`config.mk`:
```
export PLATFORM = sky130hd
export DESIGN_NAME = bank_switch_ctrl
export DESIGN_NICKNAME = d
export VERILOG_FILES = /design/src/logic/bank_switch_pkg.sv /design/src/logic/bank_switch_ctrl.sv /design/src/logic/clock_divider.sv
export SDC_FILE = /design/constraint.sdc
export NUM_CORES = 1
export LEC_CHECK = 0
export BUFFER_PORTS_ARGS = -buffer_cell sky130_fd_sc_hd__buf_2
export CORE_MARGIN = 2
export CORE_UTILIZATION = 42
export CTS_CLUSTER_DIAMETER = 120
export DETAILED_ROUTE_END_ITERATION = 12
export GPL_TIMING_DRIVEN = 0
export PLACE_DENSITY_LB_ADDON = 0.3
export SLEW_MARGIN = 20
export SYNTH_ARGS = -nofsm -noshare
export SYNTH_HDL_FRONTEND = slang
export SYNTH_SLANG_ARGS = --single-unit
```
`constraint.sdc`:
```
create_clock -name hclk -period 1.75 [get_ports hclk]
set_input_delay 0.175 -clock hclk [delete_from_list [all_inputs] [get_ports hclk]]
set_output_delay 0.175 -clock hclk [all_outputs]
set_load 0.02 [all_outputs]
```
`src/logic/bank_switch_pkg.sv`:
```
/*
 Package for the bank-switch and bus-keeper controller: register offset,
 field positions, reset values, bus constants and the carrier structs.
 Assumes a 32-bit AHB-Lite register bus and a 250 MHz processor clock.
*/
package bank_switch_pkg;
    localparam logic [7:0] ctrl_index = 8'h29;
    localparam logic [11:0] ctrl_addr = {2'b00, ctrl_index, 2'b00};
    localparam int mode_bit = 15;
    localparam int div_lo = 13;
    localparam int div_hi = 14;
    localparam int ack_off_bit = 12;
    localparam int host_keep_bit = 2;
    localparam int data_keep_bit = 1;
    localparam logic [15:0] ctrl_reset = 16'hf000;
    localparam logic [15:0] ctrl_wmask = 16'hf006;
    localparam int bank_words = 32768;
    localparam int addr_w = 23;
    localparam logic [1:0] htrans_nonseq = 2'b10;
    localparam logic [1:0] htrans_seq = 2'b11;

    typedef enum logic [1:0] {
        space_prog,
        space_data,
        space_io
    } space_e;

    // One external access request from the core
    typedef struct packed {
        logic valid;
        logic read;
        space_e space;
        logic [addr_w-1:0] addr;
    } ext_req_s;

    // Keeper enables toward the pad ring
    typedef struct packed {
        logic data_bus;
        logic addr_bus;
        logic host_data_bus;
    } keeper_s;
endpackage : bank_switch_pkg

```
`src/logic/bank_switch_ctrl.sv`:
```
/*
 Bank-switch and bus-keeper controller: AHB-Lite slave for the control
 register, idle-cycle insertion on external reads, output clock divider
 control, acknowledge gating and bus keeper enables.
 Assumes the core presents one external access per output-clock period
 and honours the stall output before issuing the next one.
*/
// Our own choice: the AHB-Lite interface to the registers.
// Notes on behaviour
// - One idle cycle on 32K bank crossing
// - Bit 15 clear: idle only on bank, space or page change
// - Bit 15 set: every read three cycles
// - Bits 14-13 divide output clock by N+1
// - Bit 12 set at reset gates acknowledge
// - Bit 2 enables host data keeper
// - Bit 1 enables external data keeper
// - Record address bit 15 (bank bit) of accesses
// - Mismatch: strobe held off one period
// - Record updated each non-I/O access; match normal
// - Same bank adds none; different adds one
// - Program/data space change adds one cycle
// - Program page change adds one cycle
// - Address keeper needs wide pin and bit
// - Wide pin forces host data keeper on
`timescale 1ns/1ps
module bank_switch_ctrl #(
    parameter int PAGE_W = 7
) (
    input wire logic hclk,
    input wire logic hresetn,
    input wire logic hsel,
    input wire logic [31:0] haddr,
    input wire logic [1:0] htrans,
    input wire logic hwrite,
    input wire logic [2:0] hsize,
    input wire logic [31:0] hwdata,
    input wire logic hready,
    output logic [31:0] hrdata,
    output logic hreadyout,
    output logic hresp,
    input wire bank_switch_pkg::ext_req_s ext_req,
    output logic ext_stall,
    output logic memory_strobe,
    output logic [bank_switch_pkg::addr_w-1:0] ext_addr,
    output logic divided_clock_pin,
    input wire logic irq_ack_core,
    output logic interrupt_ack_pin,
    input wire logic host_port_wide_select,
    output bank_switch_pkg::keeper_s keepers
);
    import bank_switch_pkg::*;

    localparam int bank_bit = $clog2(bank_words);

    typedef enum logic [1:0] {
        st_idle,
        st_start,
        st_read,
        st_trail
    } phase_e;

    logic [15:0] bank_switch_control_q;
    logic wr_pend_q;
    logic rd_pend_q;
    logic [31:0] hrdata_q;
    logic addr_hit;
    logic back_to_back_switch_mode;
    logic [1:0] clock_output_divider;
    logic irq_ack_output_off;
    logic host_bus_keeper_en;
    logic data_bus_keeper_en;
    logic period_tick;
    phase_e phase_q;
    phase_e phase_d;
    logic last_msb_q;
    space_e last_space_q;
    logic [PAGE_W-1:0] last_page_q;
    logic seen_q;
    logic [addr_w-1:0] addr_q;
    logic req_msb;
    logic [PAGE_W-1:0] req_page;
    logic need_gap;
    logic strobe_q;

    assign back_to_back_switch_mode = bank_switch_control_q[mode_bit];
    assign clock_output_divider = bank_switch_control_q[div_hi:div_lo];
    assign irq_ack_output_off = bank_switch_control_q[ack_off_bit];
    assign host_bus_keeper_en = bank_switch_control_q[host_keep_bit];
    assign data_bus_keeper_en = bank_switch_control_q[data_keep_bit];

    // Bus slave: zero wait states, always OKAY
    assign hreadyout = 1'b1;
    assign hresp = 1'b0;
    assign hrdata = hrdata_q;
    assign addr_hit = (haddr[11:0] == ctrl_addr);

    always_ff @(posedge hclk or negedge hresetn) begin
        if (!hresetn) begin
            wr_pend_q <= 1'b0;
            rd_pend_q <= 1'b0;
        end else if (hready) begin
            wr_pend_q <= hsel && htrans[1] && hwrite && addr_hit;
            rd_pend_q <= hsel && htrans[1] && !hwrite && addr_hit;
        end
    end

    always_ff @(posedge hclk or negedge hresetn) begin
        if (!hresetn) begin
            bank_switch_control_q <= ctrl_reset;
        end else if (wr_pend_q) begin
            bank_switch_control_q <= hwdata[15:0] & ctrl_wmask;
        end
    end

    // Read data registered at the address phase; unmapped reads give zero
    always_ff @(posedge hclk or negedge hresetn) begin
        if (!hresetn) begin
            hrdata_q <= '0;
        end else if (hready && hsel && htrans[1] && !hwrite) begin
            if (addr_hit) begin
                hrdata_q <= {16'h0000, bank_switch_control_q};
            end else begin
                hrdata_q <= '0;
            end
        end
    end

    clock_divider #(
        .W(2)
    ) u_div (
        .hclk(hclk),
        .hresetn(hresetn),
        .div_sel(clock_output_divider),
        .clk_out(divided_clock_pin),
        .period_tick(period_tick)
    );

    // First bit above the 32K-word bank offset
    assign req_msb = ext_req.addr[bank_bit];
    assign req_page = ext_req.addr[addr_w-1 -: PAGE_W];

    // Gap needed before this read: mode, bank, space or program page change
    always_comb begin
        need_gap = 1'b0;
        if (back_to_back_switch_mode) begin
            need_gap = 1'b1;
        end else if (seen_q) begin
            if (req_msb != last_msb_q) begin
                need_gap = 1'b1;
            end else if (ext_req.space != last_space_q) begin
                need_gap = 1'b1;
            end else if (ext_req.space == space_prog &&
                         req_page != last_page_q) begin
                need_gap = 1'b1;
            end
        end
    end

    always_comb begin
        phase_d = phase_q;
        case (phase_q)
            st_idle: begin
                if (ext_req.valid && ext_req.read) begin
                    phase_d = need_gap ? st_start : st_read;
                end
            end
            st_start: phase_d = st_read;
            st_read: begin
                phase_d = back_to_back_switch_mode ? st_trail : st_idle;
            end
            st_trail: phase_d = st_idle;
            default: phase_d = st_idle;
        endcase
    end

    always_ff @(posedge hclk or negedge hresetn) begin
        if (!hresetn) begin
            phase_q <= st_idle;
        end else if (period_tick) begin
            phase_q <= phase_d;
        end
    end

    // Stall the core while a read sequence is pending
    assign ext_stall = (phase_q != st_idle) ||
                       (ext_req.valid && ext_req.read);

    // Record last program/data access; I/O space leaves it alone
    always_ff @(posedge hclk or negedge hresetn) begin
        if (!hresetn) begin
            seen_q <= 1'b0;
            last_msb_q <= 1'b0;
            last_space_q <= space_prog;
            last_page_q <= '0;
            addr_q <= '0;
        end else if (period_tick && phase_q == st_idle && ext_req.valid) begin
            addr_q <= ext_req.addr;
            if (ext_req.space != space_io) begin
                seen_q <= 1'b1;
                last_msb_q <= req_msb;
                last_space_q <= ext_req.space;
                last_page_q <= req_page;
            end
        end
    end

    // Address moves during the start cycle; strobe only in read phase
    always_ff @(posedge hclk or negedge hresetn) begin
        if (!hresetn) begin
            strobe_q <= 1'b0;
        end else if (period_tick) begin
            strobe_q <= (phase_d == st_read) &&
                        !(phase_q == st_idle && phase_d != st_read);
        end
    end

    assign memory_strobe = strobe_q;
    assign ext_addr = addr_q;

    assign interrupt_ack_pin = irq_ack_core && !irq_ack_output_off;

    assign keepers.data_bus = data_bus_keeper_en;
    assign keepers.addr_bus = host_port_wide_select &&
                              host_bus_keeper_en;
    assign keepers.host_data_bus = host_port_wide_select ||
                                   host_bus_keeper_en;

    property p_keep_addr;
        @(posedge hclk) disable iff (!hresetn)
        keepers.addr_bus == (host_port_wide_select && host_bus_keeper_en);
    endproperty
    a_keep_addr: assert property (p_keep_addr)
        else $error("address keeper enable wrong");

    property p_keep_host;
        @(posedge hclk) disable iff (!hresetn)
        host_port_wide_select |-> keepers.host_data_bus;
    endproperty
    a_keep_host: assert property (p_keep_host)
        else $error("host keeper off with wide pin");

    property p_keep_host_bit;
        @(posedge hclk) disable iff (!hresetn)
        !host_port_wide_select |->
            keepers.host_data_bus == host_bus_keeper_en;
    endproperty
    a_keep_host_bit: assert property (p_keep_host_bit)
        else $error("host keeper ignores bit");

    property p_keep_data;
        @(posedge hclk) disable iff (!hresetn)
        keepers.data_bus == bank_switch_control_q[data_keep_bit];
    endproperty
    a_keep_data: assert property (p_keep_data)
        else $error("data keeper enable wrong");

    property p_ack_off;
        @(posedge hclk) disable iff (!hresetn)
        irq_ack_output_off |-> !interrupt_ack_pin;
    endproperty
    a_ack_off: assert property (p_ack_off)
        else $error("acknowledge not gated");

    property p_rsvd;
        @(posedge hclk) disable iff (!hresetn)
        (bank_switch_control_q & ~ctrl_wmask) == 16'h0000;
    endproperty
    a_rsvd: assert property (p_rsvd)
        else $error("reserved bit set");

    property p_back_to_back_switch_mode_trail;
        @(posedge hclk) disable iff (!hresetn)
        (period_tick && phase_q == st_read && back_to_back_switch_mode)
            |=> phase_q == st_trail;
    endproperty
    a_back_to_back_switch_mode_trail: assert property (p_back_to_back_switch_mode_trail)
        else $error("no trailing cycle in back-to-back mode");

    property p_start_read;
        @(posedge hclk) disable iff (!hresetn)
        (period_tick && phase_q == st_start) |=> phase_q == st_read;
    endproperty
    a_start_read: assert property (p_start_read)
        else $error("start cycle not followed by read");

    property p_bank_gap;
        @(posedge hclk) disable iff (!hresetn)
        (period_tick && phase_q == st_idle && ext_req.valid &&
         ext_req.read && seen_q && !back_to_back_switch_mode &&
         req_msb != last_msb_q) |=> phase_q == st_start && !memory_strobe;
    endproperty
    a_bank_gap: assert property (p_bank_gap)
        else $error("bank change without idle cycle");

    property p_same_bank;
        @(posedge hclk) disable iff (!hresetn)
        (period_tick && phase_q == st_idle && ext_req.valid &&
         ext_req.read && seen_q && !back_to_back_switch_mode &&
         req_msb == last_msb_q && ext_req.space == last_space_q &&
         (ext_req.space != space_prog || req_page == last_page_q))
            |=> phase_q == st_read && memory_strobe;
    endproperty
    a_same_bank: assert property (p_same_bank)
        else $error("extra cycle on same bank");

    c_gap: cover property (@(posedge hclk) disable iff (!hresetn)
        phase_q == st_start);
    c_trail: cover property (@(posedge hclk) disable iff (!hresetn)
        phase_q == st_trail);
    c_fast: cover property (@(posedge hclk) disable iff (!hresetn)
        phase_q == st_read && !back_to_back_switch_mode);
    c_write: cover property (@(posedge hclk) disable iff (!hresetn)
        wr_pend_q);
endmodule : bank_switch_ctrl

```
`src/logic/clock_divider.sv`:
```
/*
 Output clock divider: produces a divided clock and a one-cycle tick at
 the start of each output period. Assumes divide value stable or changed
 only between periods; a new value takes effect at the next wrap.
 Divide by one forwards the input clock itself to the output.
*/
`timescale 1ns/1ps
module clock_divider #(
    parameter int W = 2
) (
    input wire logic hclk,
    input wire logic hresetn,
    input wire logic [W-1:0] div_sel,
    output logic clk_out,
    output logic period_tick
);
    logic [W-1:0] cnt_q;
    logic [W-1:0] sel_q;
    logic [W-1:0] half;
    logic clk_q;

    assign half = W'(({1'b0, sel_q} + 1'b1) >> 1);
    assign period_tick = (cnt_q == '0);

    always_ff @(posedge hclk or negedge hresetn) begin
        if (!hresetn) begin
            cnt_q <= '0;
            sel_q <= '1;
        end else if (cnt_q == sel_q) begin
            cnt_q <= '0;
            sel_q <= div_sel;
        end else begin
            cnt_q <= cnt_q + 1'b1;
        end
    end

    // A flop cannot toggle at the input rate, so divide by one bypasses it
    assign clk_out = (sel_q == '0) ? hclk : clk_q;

    // High at every wrap, so switching to or from bypass cannot glitch
    always_ff @(posedge hclk or negedge hresetn) begin
        if (!hresetn) begin
            clk_q <= 1'b1;
        end else begin
            clk_q <= (cnt_q == sel_q) || (W'(cnt_q + 1'b1) < half);
        end
    end
endmodule : clock_divider

```
==> results.tsv, run 1 <==
metric	value	unit
post-layout minimum cycle time	1.74	ns
post-route cell area	0.00365	mm^2
placed inst area	0.00324	mm^2
Inserted Diodes	0	
CP Max Fanout	2	
area delta synth->final	39.9	%
Synth Area per Inst	12.7	um^2
final setup fails	0	
Setup Skew	0.00686	ns
Fill cells	501	
maximum VDD drop	0.000826	V
Detailed Place HPWL	3680	um
Routability Congestion	0.763	
pwr dens	1460	mW/mm^2
crit end category	output port	
DIE HEIGHT	82.8	um
f_max	0.573	GHz
commonest non-fill, non-tap cell in the layout	buf_2	
Via density	4.55	
slew margin rel.	54.8	%
largest net degree at the start of global routing	56	
Slew @ Worst Pin	0.679	ns
via count	1953	
post-synthesis register bit count	55	
final core utilization	61.3	%
Pleak	1.82	nW
Detailed Routing Iterations Pass 1	4	
worst-path cell chain	inv_2 -> ha_4 -> mux2_4 -> buf_6	
Pwr Total	5.34	mW
synthesized area	0.00261	mm^2
core area	0.00596	mm^2
PortBufs	88	
Worst Setup Path Type	flop to output port	
status	finished, final reports clean	
CTS tree	yes	
drt total wl	5130	um
Setup WS post-layout	0.00595	ns
post-synth top area cell	dfrtp_1	
Distinct cells, synth	38	
share of cells above drive strength 1	53.4	%
Place WS	-0.0171	ns
initial antenna violation count	0	
Startpoint Class	flop	
starting density of the core	43.8	%
Clock Latency Late Sink	0.40	ns
total grt overflow	0	
post-route ant nets	0	
Hold Path Class	input pin to flop	
Chip Width	82.8	um
Setup Total Neg Slack	0	ns
I/O pin cnt	167	
Wirelength per Cell	12.0	um
gr usage total	16.0	%
post-layout net count	461	
Worst-path clk slew	0.09	ns
Required @ worst endpoint	1.57	ns
Critical Path AT	1.57	ns
ys async rst share	100	%
Remaining DRCs	0	
vias in the first global route	2020	
Primary FF master, synth	dfrtp_1	
row count	28	
max cap viols	0	
Synth area leaders	dfrtp_1 46%, mux2_2 17%, buf_4 8.3%	
Synth top area share	46.0	%
most frequent cells in the layout	88 x buf_2, 48 x dfrtp_1, 39 x mux2_2	
Yosys warnings	0	
RSZ-0062 raised after global routing	true	
Fin. Hold Viols	0	
initial DRC count	51	
Seq/Total Area, Yosys	53.1	%
Critical-path top delay cell	dfstp_2	
Mapped Cells	205	
count of final max-slew check failures	0	
global-route wire length before repair	8870	um
Post-synth EDFFs	0	
Die ar.	0.00686	mm^2
FF/Latch Area	0.00139	mm^2
area occupied by multi-input gates	0.00107	mm^2
CP max stage delay	0.55	ns
final period utilization	99.7	%
## per-stage QoR
| stage | std cells | hold slack, ns |
|---|---|---|
| floorplan | 231 | -0.121 |
| global placement | 394 | 0.405 |
| detailed placement | 394 | 0.266 |
| CTS | 425 | 0.00624 |
| global route | 429 | 0.00390 |
| finish | 429 | 0.0159 |
## flip-flops by register name (all words and copies together), names as in the netlist
| name | flops |
|---|---|
| hrdata | 6 |
| last_msb_q | 1 |
| wr_pend_q | 1 |
| u_div.sel_q | 2 |
| u_div.cnt_q | 2 |
| ext_addr | 23 |
| seen_q | 1 |
| u_div.clk_q | 1 |
| last_page_q | 7 |
| memory_strobe | 1 |
| last_space_q | 2 |
| bank_switch_control_q | 6 |
| phase_q | 2 |
## cell usage after synthesis, types with 2 or more instances
library cell and number:
dfstp_2 7, mux2_2 40, nor4_1 2, nand2_1 6, dfrtp_1 48, a21oi_1 5
inv_1 9, nor2_1 2, ha_1 4, conb_1 2, xnor2_1 8, nand3_1 3
xor2_1 4, a22o_1 7, buf_4 29, nand4_1 3, nand2b_1 3, and2_1 2
buf_2 2
## what timing repair did
| action | CTS | global route |
|---|---|---|
| pin swaps | 0 | 1 |
| setup endpoints to repair | 11 | 16 |
| gates resized for setup | 8 | 2 |
| endpoints found under the hold margin | 65 | 2 |
| hold buffers | 18 | 2 |
| buffers inserted | 3 | 2 |
## cells by family after synthesis
group / after synthesis / synth area share, %
xor+xnor: 12 / 4.03
compound gates: 21 / 6.04
buf+inv: 42 / 10.6
fa+ha+maj: 4 / 1.92
other cells: 2 / 0.288
mux: 40 / 17.3
simple gates: 29 / 6.76
flops: 55 / 53.1
## path summary, 6_finish.rpt
path	startpoint	end	slack (ns)	depth (start not counted)
worst max-delay path	u_div.sel_q[0]$_DFFE_PN1P_	divided_clock_pin	0.006	4
worst min-delay path	hwdata[14]	bank_switch_control_q[14]$_DFFE_PN1P_	0.02	2
worst max register to register	u_div.cnt_q[1]$_DFF_PN0_	last_msb_q$_DFFE_PN0P_	0.06	6
worst min register to register	ext_addr[20]$_DFFE_PN0P_	ext_addr[20]$_DFFE_PN0P_	0.51	1
max in group asynchronous	hresetn	hrdata[14]$_DFFE_PN0P_	0.95	2
min in group asynchronous	hresetn	ext_addr[4]$_DFFE_PN0P_	0.34	2
## power breakdown
part           switching, mW  leakage, nW  internal [mW]
sequential             0.266        0.660           1.80
clock                  0.457       0.0827          0.537
combinational           1.14         1.08           1.14
total                   1.86         1.82           3.48
## layer usage
layer  vias to the layer above  track usage [%]  part of all wire (%)
li1                        953                -                     -
met2                        77             28.0                    51
met1                       914             16.8                    39
met4                         0             7.90                   2.0
met5                         -                0                     0
met3                         9             6.16                   8.0
## layout make-up
type / instances / share of cell area [%]
multi-input cells: 134 / 29.4
flip-flops and latches: 55 / 38.0
repair buffers: 112 / 18.5
clock buffers: 10 / 3.70
inverters: 9 / 0.926
clock inverters: 1 / 0.137
well taps: 75 / 2.57
plain buffers: 33 / 6.76
## worst max-delay path: cells and delay by family, from the launching register on
family                     cells  cell delay, ns
adders and majority gates      1            0.15
muxes                          1            0.29
DFF                            1            0.55
buffers and inverters          2            0.18
(Power assumes the default switching activity.)
==> run 2: changes to the inputs <==
--- a/config.mk
+++ b/config.mk
@@ -10,7 +10,6 @@
 export CORE_UTILIZATION = 42
 export CTS_CLUSTER_DIAMETER = 120
 export DETAILED_ROUTE_END_ITERATION = 12
-export GPL_TIMING_DRIVEN = 0
 export PLACE_DENSITY_LB_ADDON = 0.3
 export SLEW_MARGIN = 20
 export SYNTH_ARGS = -nofsm -noshare
==> run 2 against run 1 <==
- the flow now finishes with violations (negative setup slack)
- largest cell class unchanged
- highest routed layer unchanged
- worst hold slack improved by 0.012 ns
- critical path depth unchanged
- die area stayed put
- routed wire length shrank 0.62%
- non-clock buffer count down 28
==> results.tsv, run 2 (synthesized netlist as in run 1, its figures left out) <==
metric	value	unit	change
Detailed Place HPWL	3510	um	-4.6%
Chip Width	82.8	um	unchanged
DIE HEIGHT	82.8	um	unchanged
gr usage total	16.0	%	-0.078 points
status	complete, but fails checks		
hold depth	2		unchanged
count of final max-slew check failures	0		unchanged
Required @ worst endpoint	1.57	ns	about the same
Setup Total Neg Slack	-0.0144	ns	-0.0144 ns
Pint	3.43	mW	-1.5%
Hold Path Class	input pin to flop		
pwr dens	1520	mW/mm^2	+3.9%
switching part of the total	35.1	%	+0.29 points
Min-Delay Endpoint	last_page_q[1]$_DFFE_PN0P_		
Detailed Routing Iterations Pass 1	4		unchanged
initial DRC count	65		+27%
Slew @ Worst Pin	0.544	ns	-0.134 ns
final core utilization	58.3	%	-2.9 points
crit end category	output port		
Worst-path clk slew	0.10	ns	about the same
PortBufs	88		unchanged
combinational share of power	41.3	%	-1.4 points
largest net degree at the start of global routing	56		unchanged
commonest non-fill, non-tap cell in the layout	buf_2		
maximum VDD drop	0.000838	V	+1.4%
max cap viols	0		unchanged
core area	0.00596	mm^2	unchanged
CP Max Fanout	2		unchanged
post-layout minimum cycle time	1.76	ns	+0.0204 ns
starting density of the core	43.8	%	unchanged
I/O pin cnt	167		unchanged
Pleak	1.67	nW	-8.1%
Die ar.	0.00686	mm^2	unchanged
total grt overflow	0		unchanged
Startpoint Class	flop		
area delta synth->final	33.2	%	
Setup WS post-layout	-0.0144	ns	-0.0204 ns
Largest register FFs	23		unchanged
Critical Path AT	1.59	ns	+0.02 ns
post-layout net count	433		-6.1%
Fin. Hold Viols	0		unchanged
Clk pwr share	19.6	%	+1.0 points
CTS tree	yes		
Wirelength per Cell	12.7	um	+6.1%
share of cells above drive strength 1	48.9	%	-4.5 points
final setup fails	1		+1
RSZ-0062 raised after global routing	true		
R2R Path Start	u_div.cnt_q[0]$_DFF_PN0_		
vias in the first global route	1966		-2.7%
setup slack, reg-to-reg	0.09	ns	+0.03 ns
global-route wire length before repair	8680	um	-2.2%
via count	1878		-3.8%
Reg-to-Reg End	ext_addr[19]$_DFFE_PN0P_		
post-route ant nets	0		unchanged
Via density	4.67		+2.6%
slew margin rel.	63.4	%	+8.6 points
Setup Skew	0.00816	ns	+0.00130 ns
Clock Latency Late Sink	0.41	ns	about the same
Worst Setup Path Type	flop to output port		
Inserted Diodes	0		unchanged
row count	28		unchanged
Hold Path Origin	ext_req[17]		
final period utilization	101	%	+1.2 points
violated checks	negative setup slack		
NetSw	1.86	mW	-0.19%
initial antenna violation count	0		unchanged
drt total wl	5100	um	-0.62%
most frequent cells in the layout	87 x buf_2, 48 x dfrtp_1, 39 x mux2_2		
f_max	0.567	GHz	-1.2%
Remaining DRCs	0		unchanged
R2R depth	5		-1
Reg power frac	39.1	%	+0.4 points
Routability Congestion	0.767		+0.58%
run 2: layout make-up:
cell class                      count  area, um^2
Clock buffer                       10         135
Clock inverter                      2        16.3
Fill cell                         500        2480
Inverter                            9        33.8
Multi-Input combinational cell    134        1060
Sequential cell                    55        1390
Tap cell                           75        93.8
Timing Repair Buffer              117         747
run 2: through the flow:
stage	setup WS, ns	std cells	area, um^2	hold WS [ns]	total power [mW]
4_1_cts	-0.0238	402	3470	0.0146	5.34
2_1_floorplan	0.159	231	2710	-0.121	3.65
3_3_place_gp	0.0601	365	3050	0.193	4.17
5_1_grt	-0.0510	402	3470	0.0154	5.66
3_5_place_dp	0.0168	365	3050	0.208	4.24
6_report	-0.0144	402	3470	0.0276	5.28
run 2: power by group through the flow:
stage | registers [mW] | logic [mW] | clock network [mW]
6_report | 2.07 | 2.18 | 1.03
5_1_grt | 2.14 | 2.39 | 1.13
4_1_cts | 2.07 | 2.20 | 1.08
3_5_place_dp | 2.11 | 2.06 | 0.0791
3_3_place_gp | 2.08 | 2.01 | 0.0791
2_1_floorplan | 2.43 | 1.16 | 0.0608
run 2: metal layers:
metal,track usage (%),wire [um],vias up
met4,8.64,127,0
met2,27.3,2590,80
li1,-,-,901
met1,17.1,2070,886
met5,0,0,-
met3,5.86,321,11
run 2: worst max path at each step:
stage | end | startpoint | cells after the start | slack, ns
after floorplan | phase_q[1]$_DFFE_PN0N_ | u_div.cnt_q[0]$_DFF_PN0_ | 7 | 0.16
after global placement | ext_addr[10]$_DFFE_PN0P_ | u_div.cnt_q[0]$_DFF_PN0_ | 5 | 0.06
after detailed placement | ext_addr[11]$_DFFE_PN0P_ | u_div.cnt_q[0]$_DFF_PN0_ | 5 | 0.02
after CTS | divided_clock_pin | u_div.sel_q[0]$_DFFE_PN1P_ | 4 | -0.02
after global routing | divided_clock_pin | u_div.sel_q[0]$_DFFE_PN1P_ | 4 | -0.05
final | divided_clock_pin | u_div.sel_q[1]$_DFFE_PN1P_ | 4 | -0.01
run 2: worst max-delay path, cell delays in order, from the launching register on:
cell	delay, ns
dfstp_2	0.56
inv_2	0.05
ha_4	0.15
mux2_4	0.29
buf_6	0.13
run 2: repair_timing:
action	in CTS	in global routing
endpoints found under the hold margin	70	0
pin swaps	0	1
hold buffers	23	0
gates resized for setup	8	1
buffers inserted	3	0
endpoints found under the setup margin	2	30
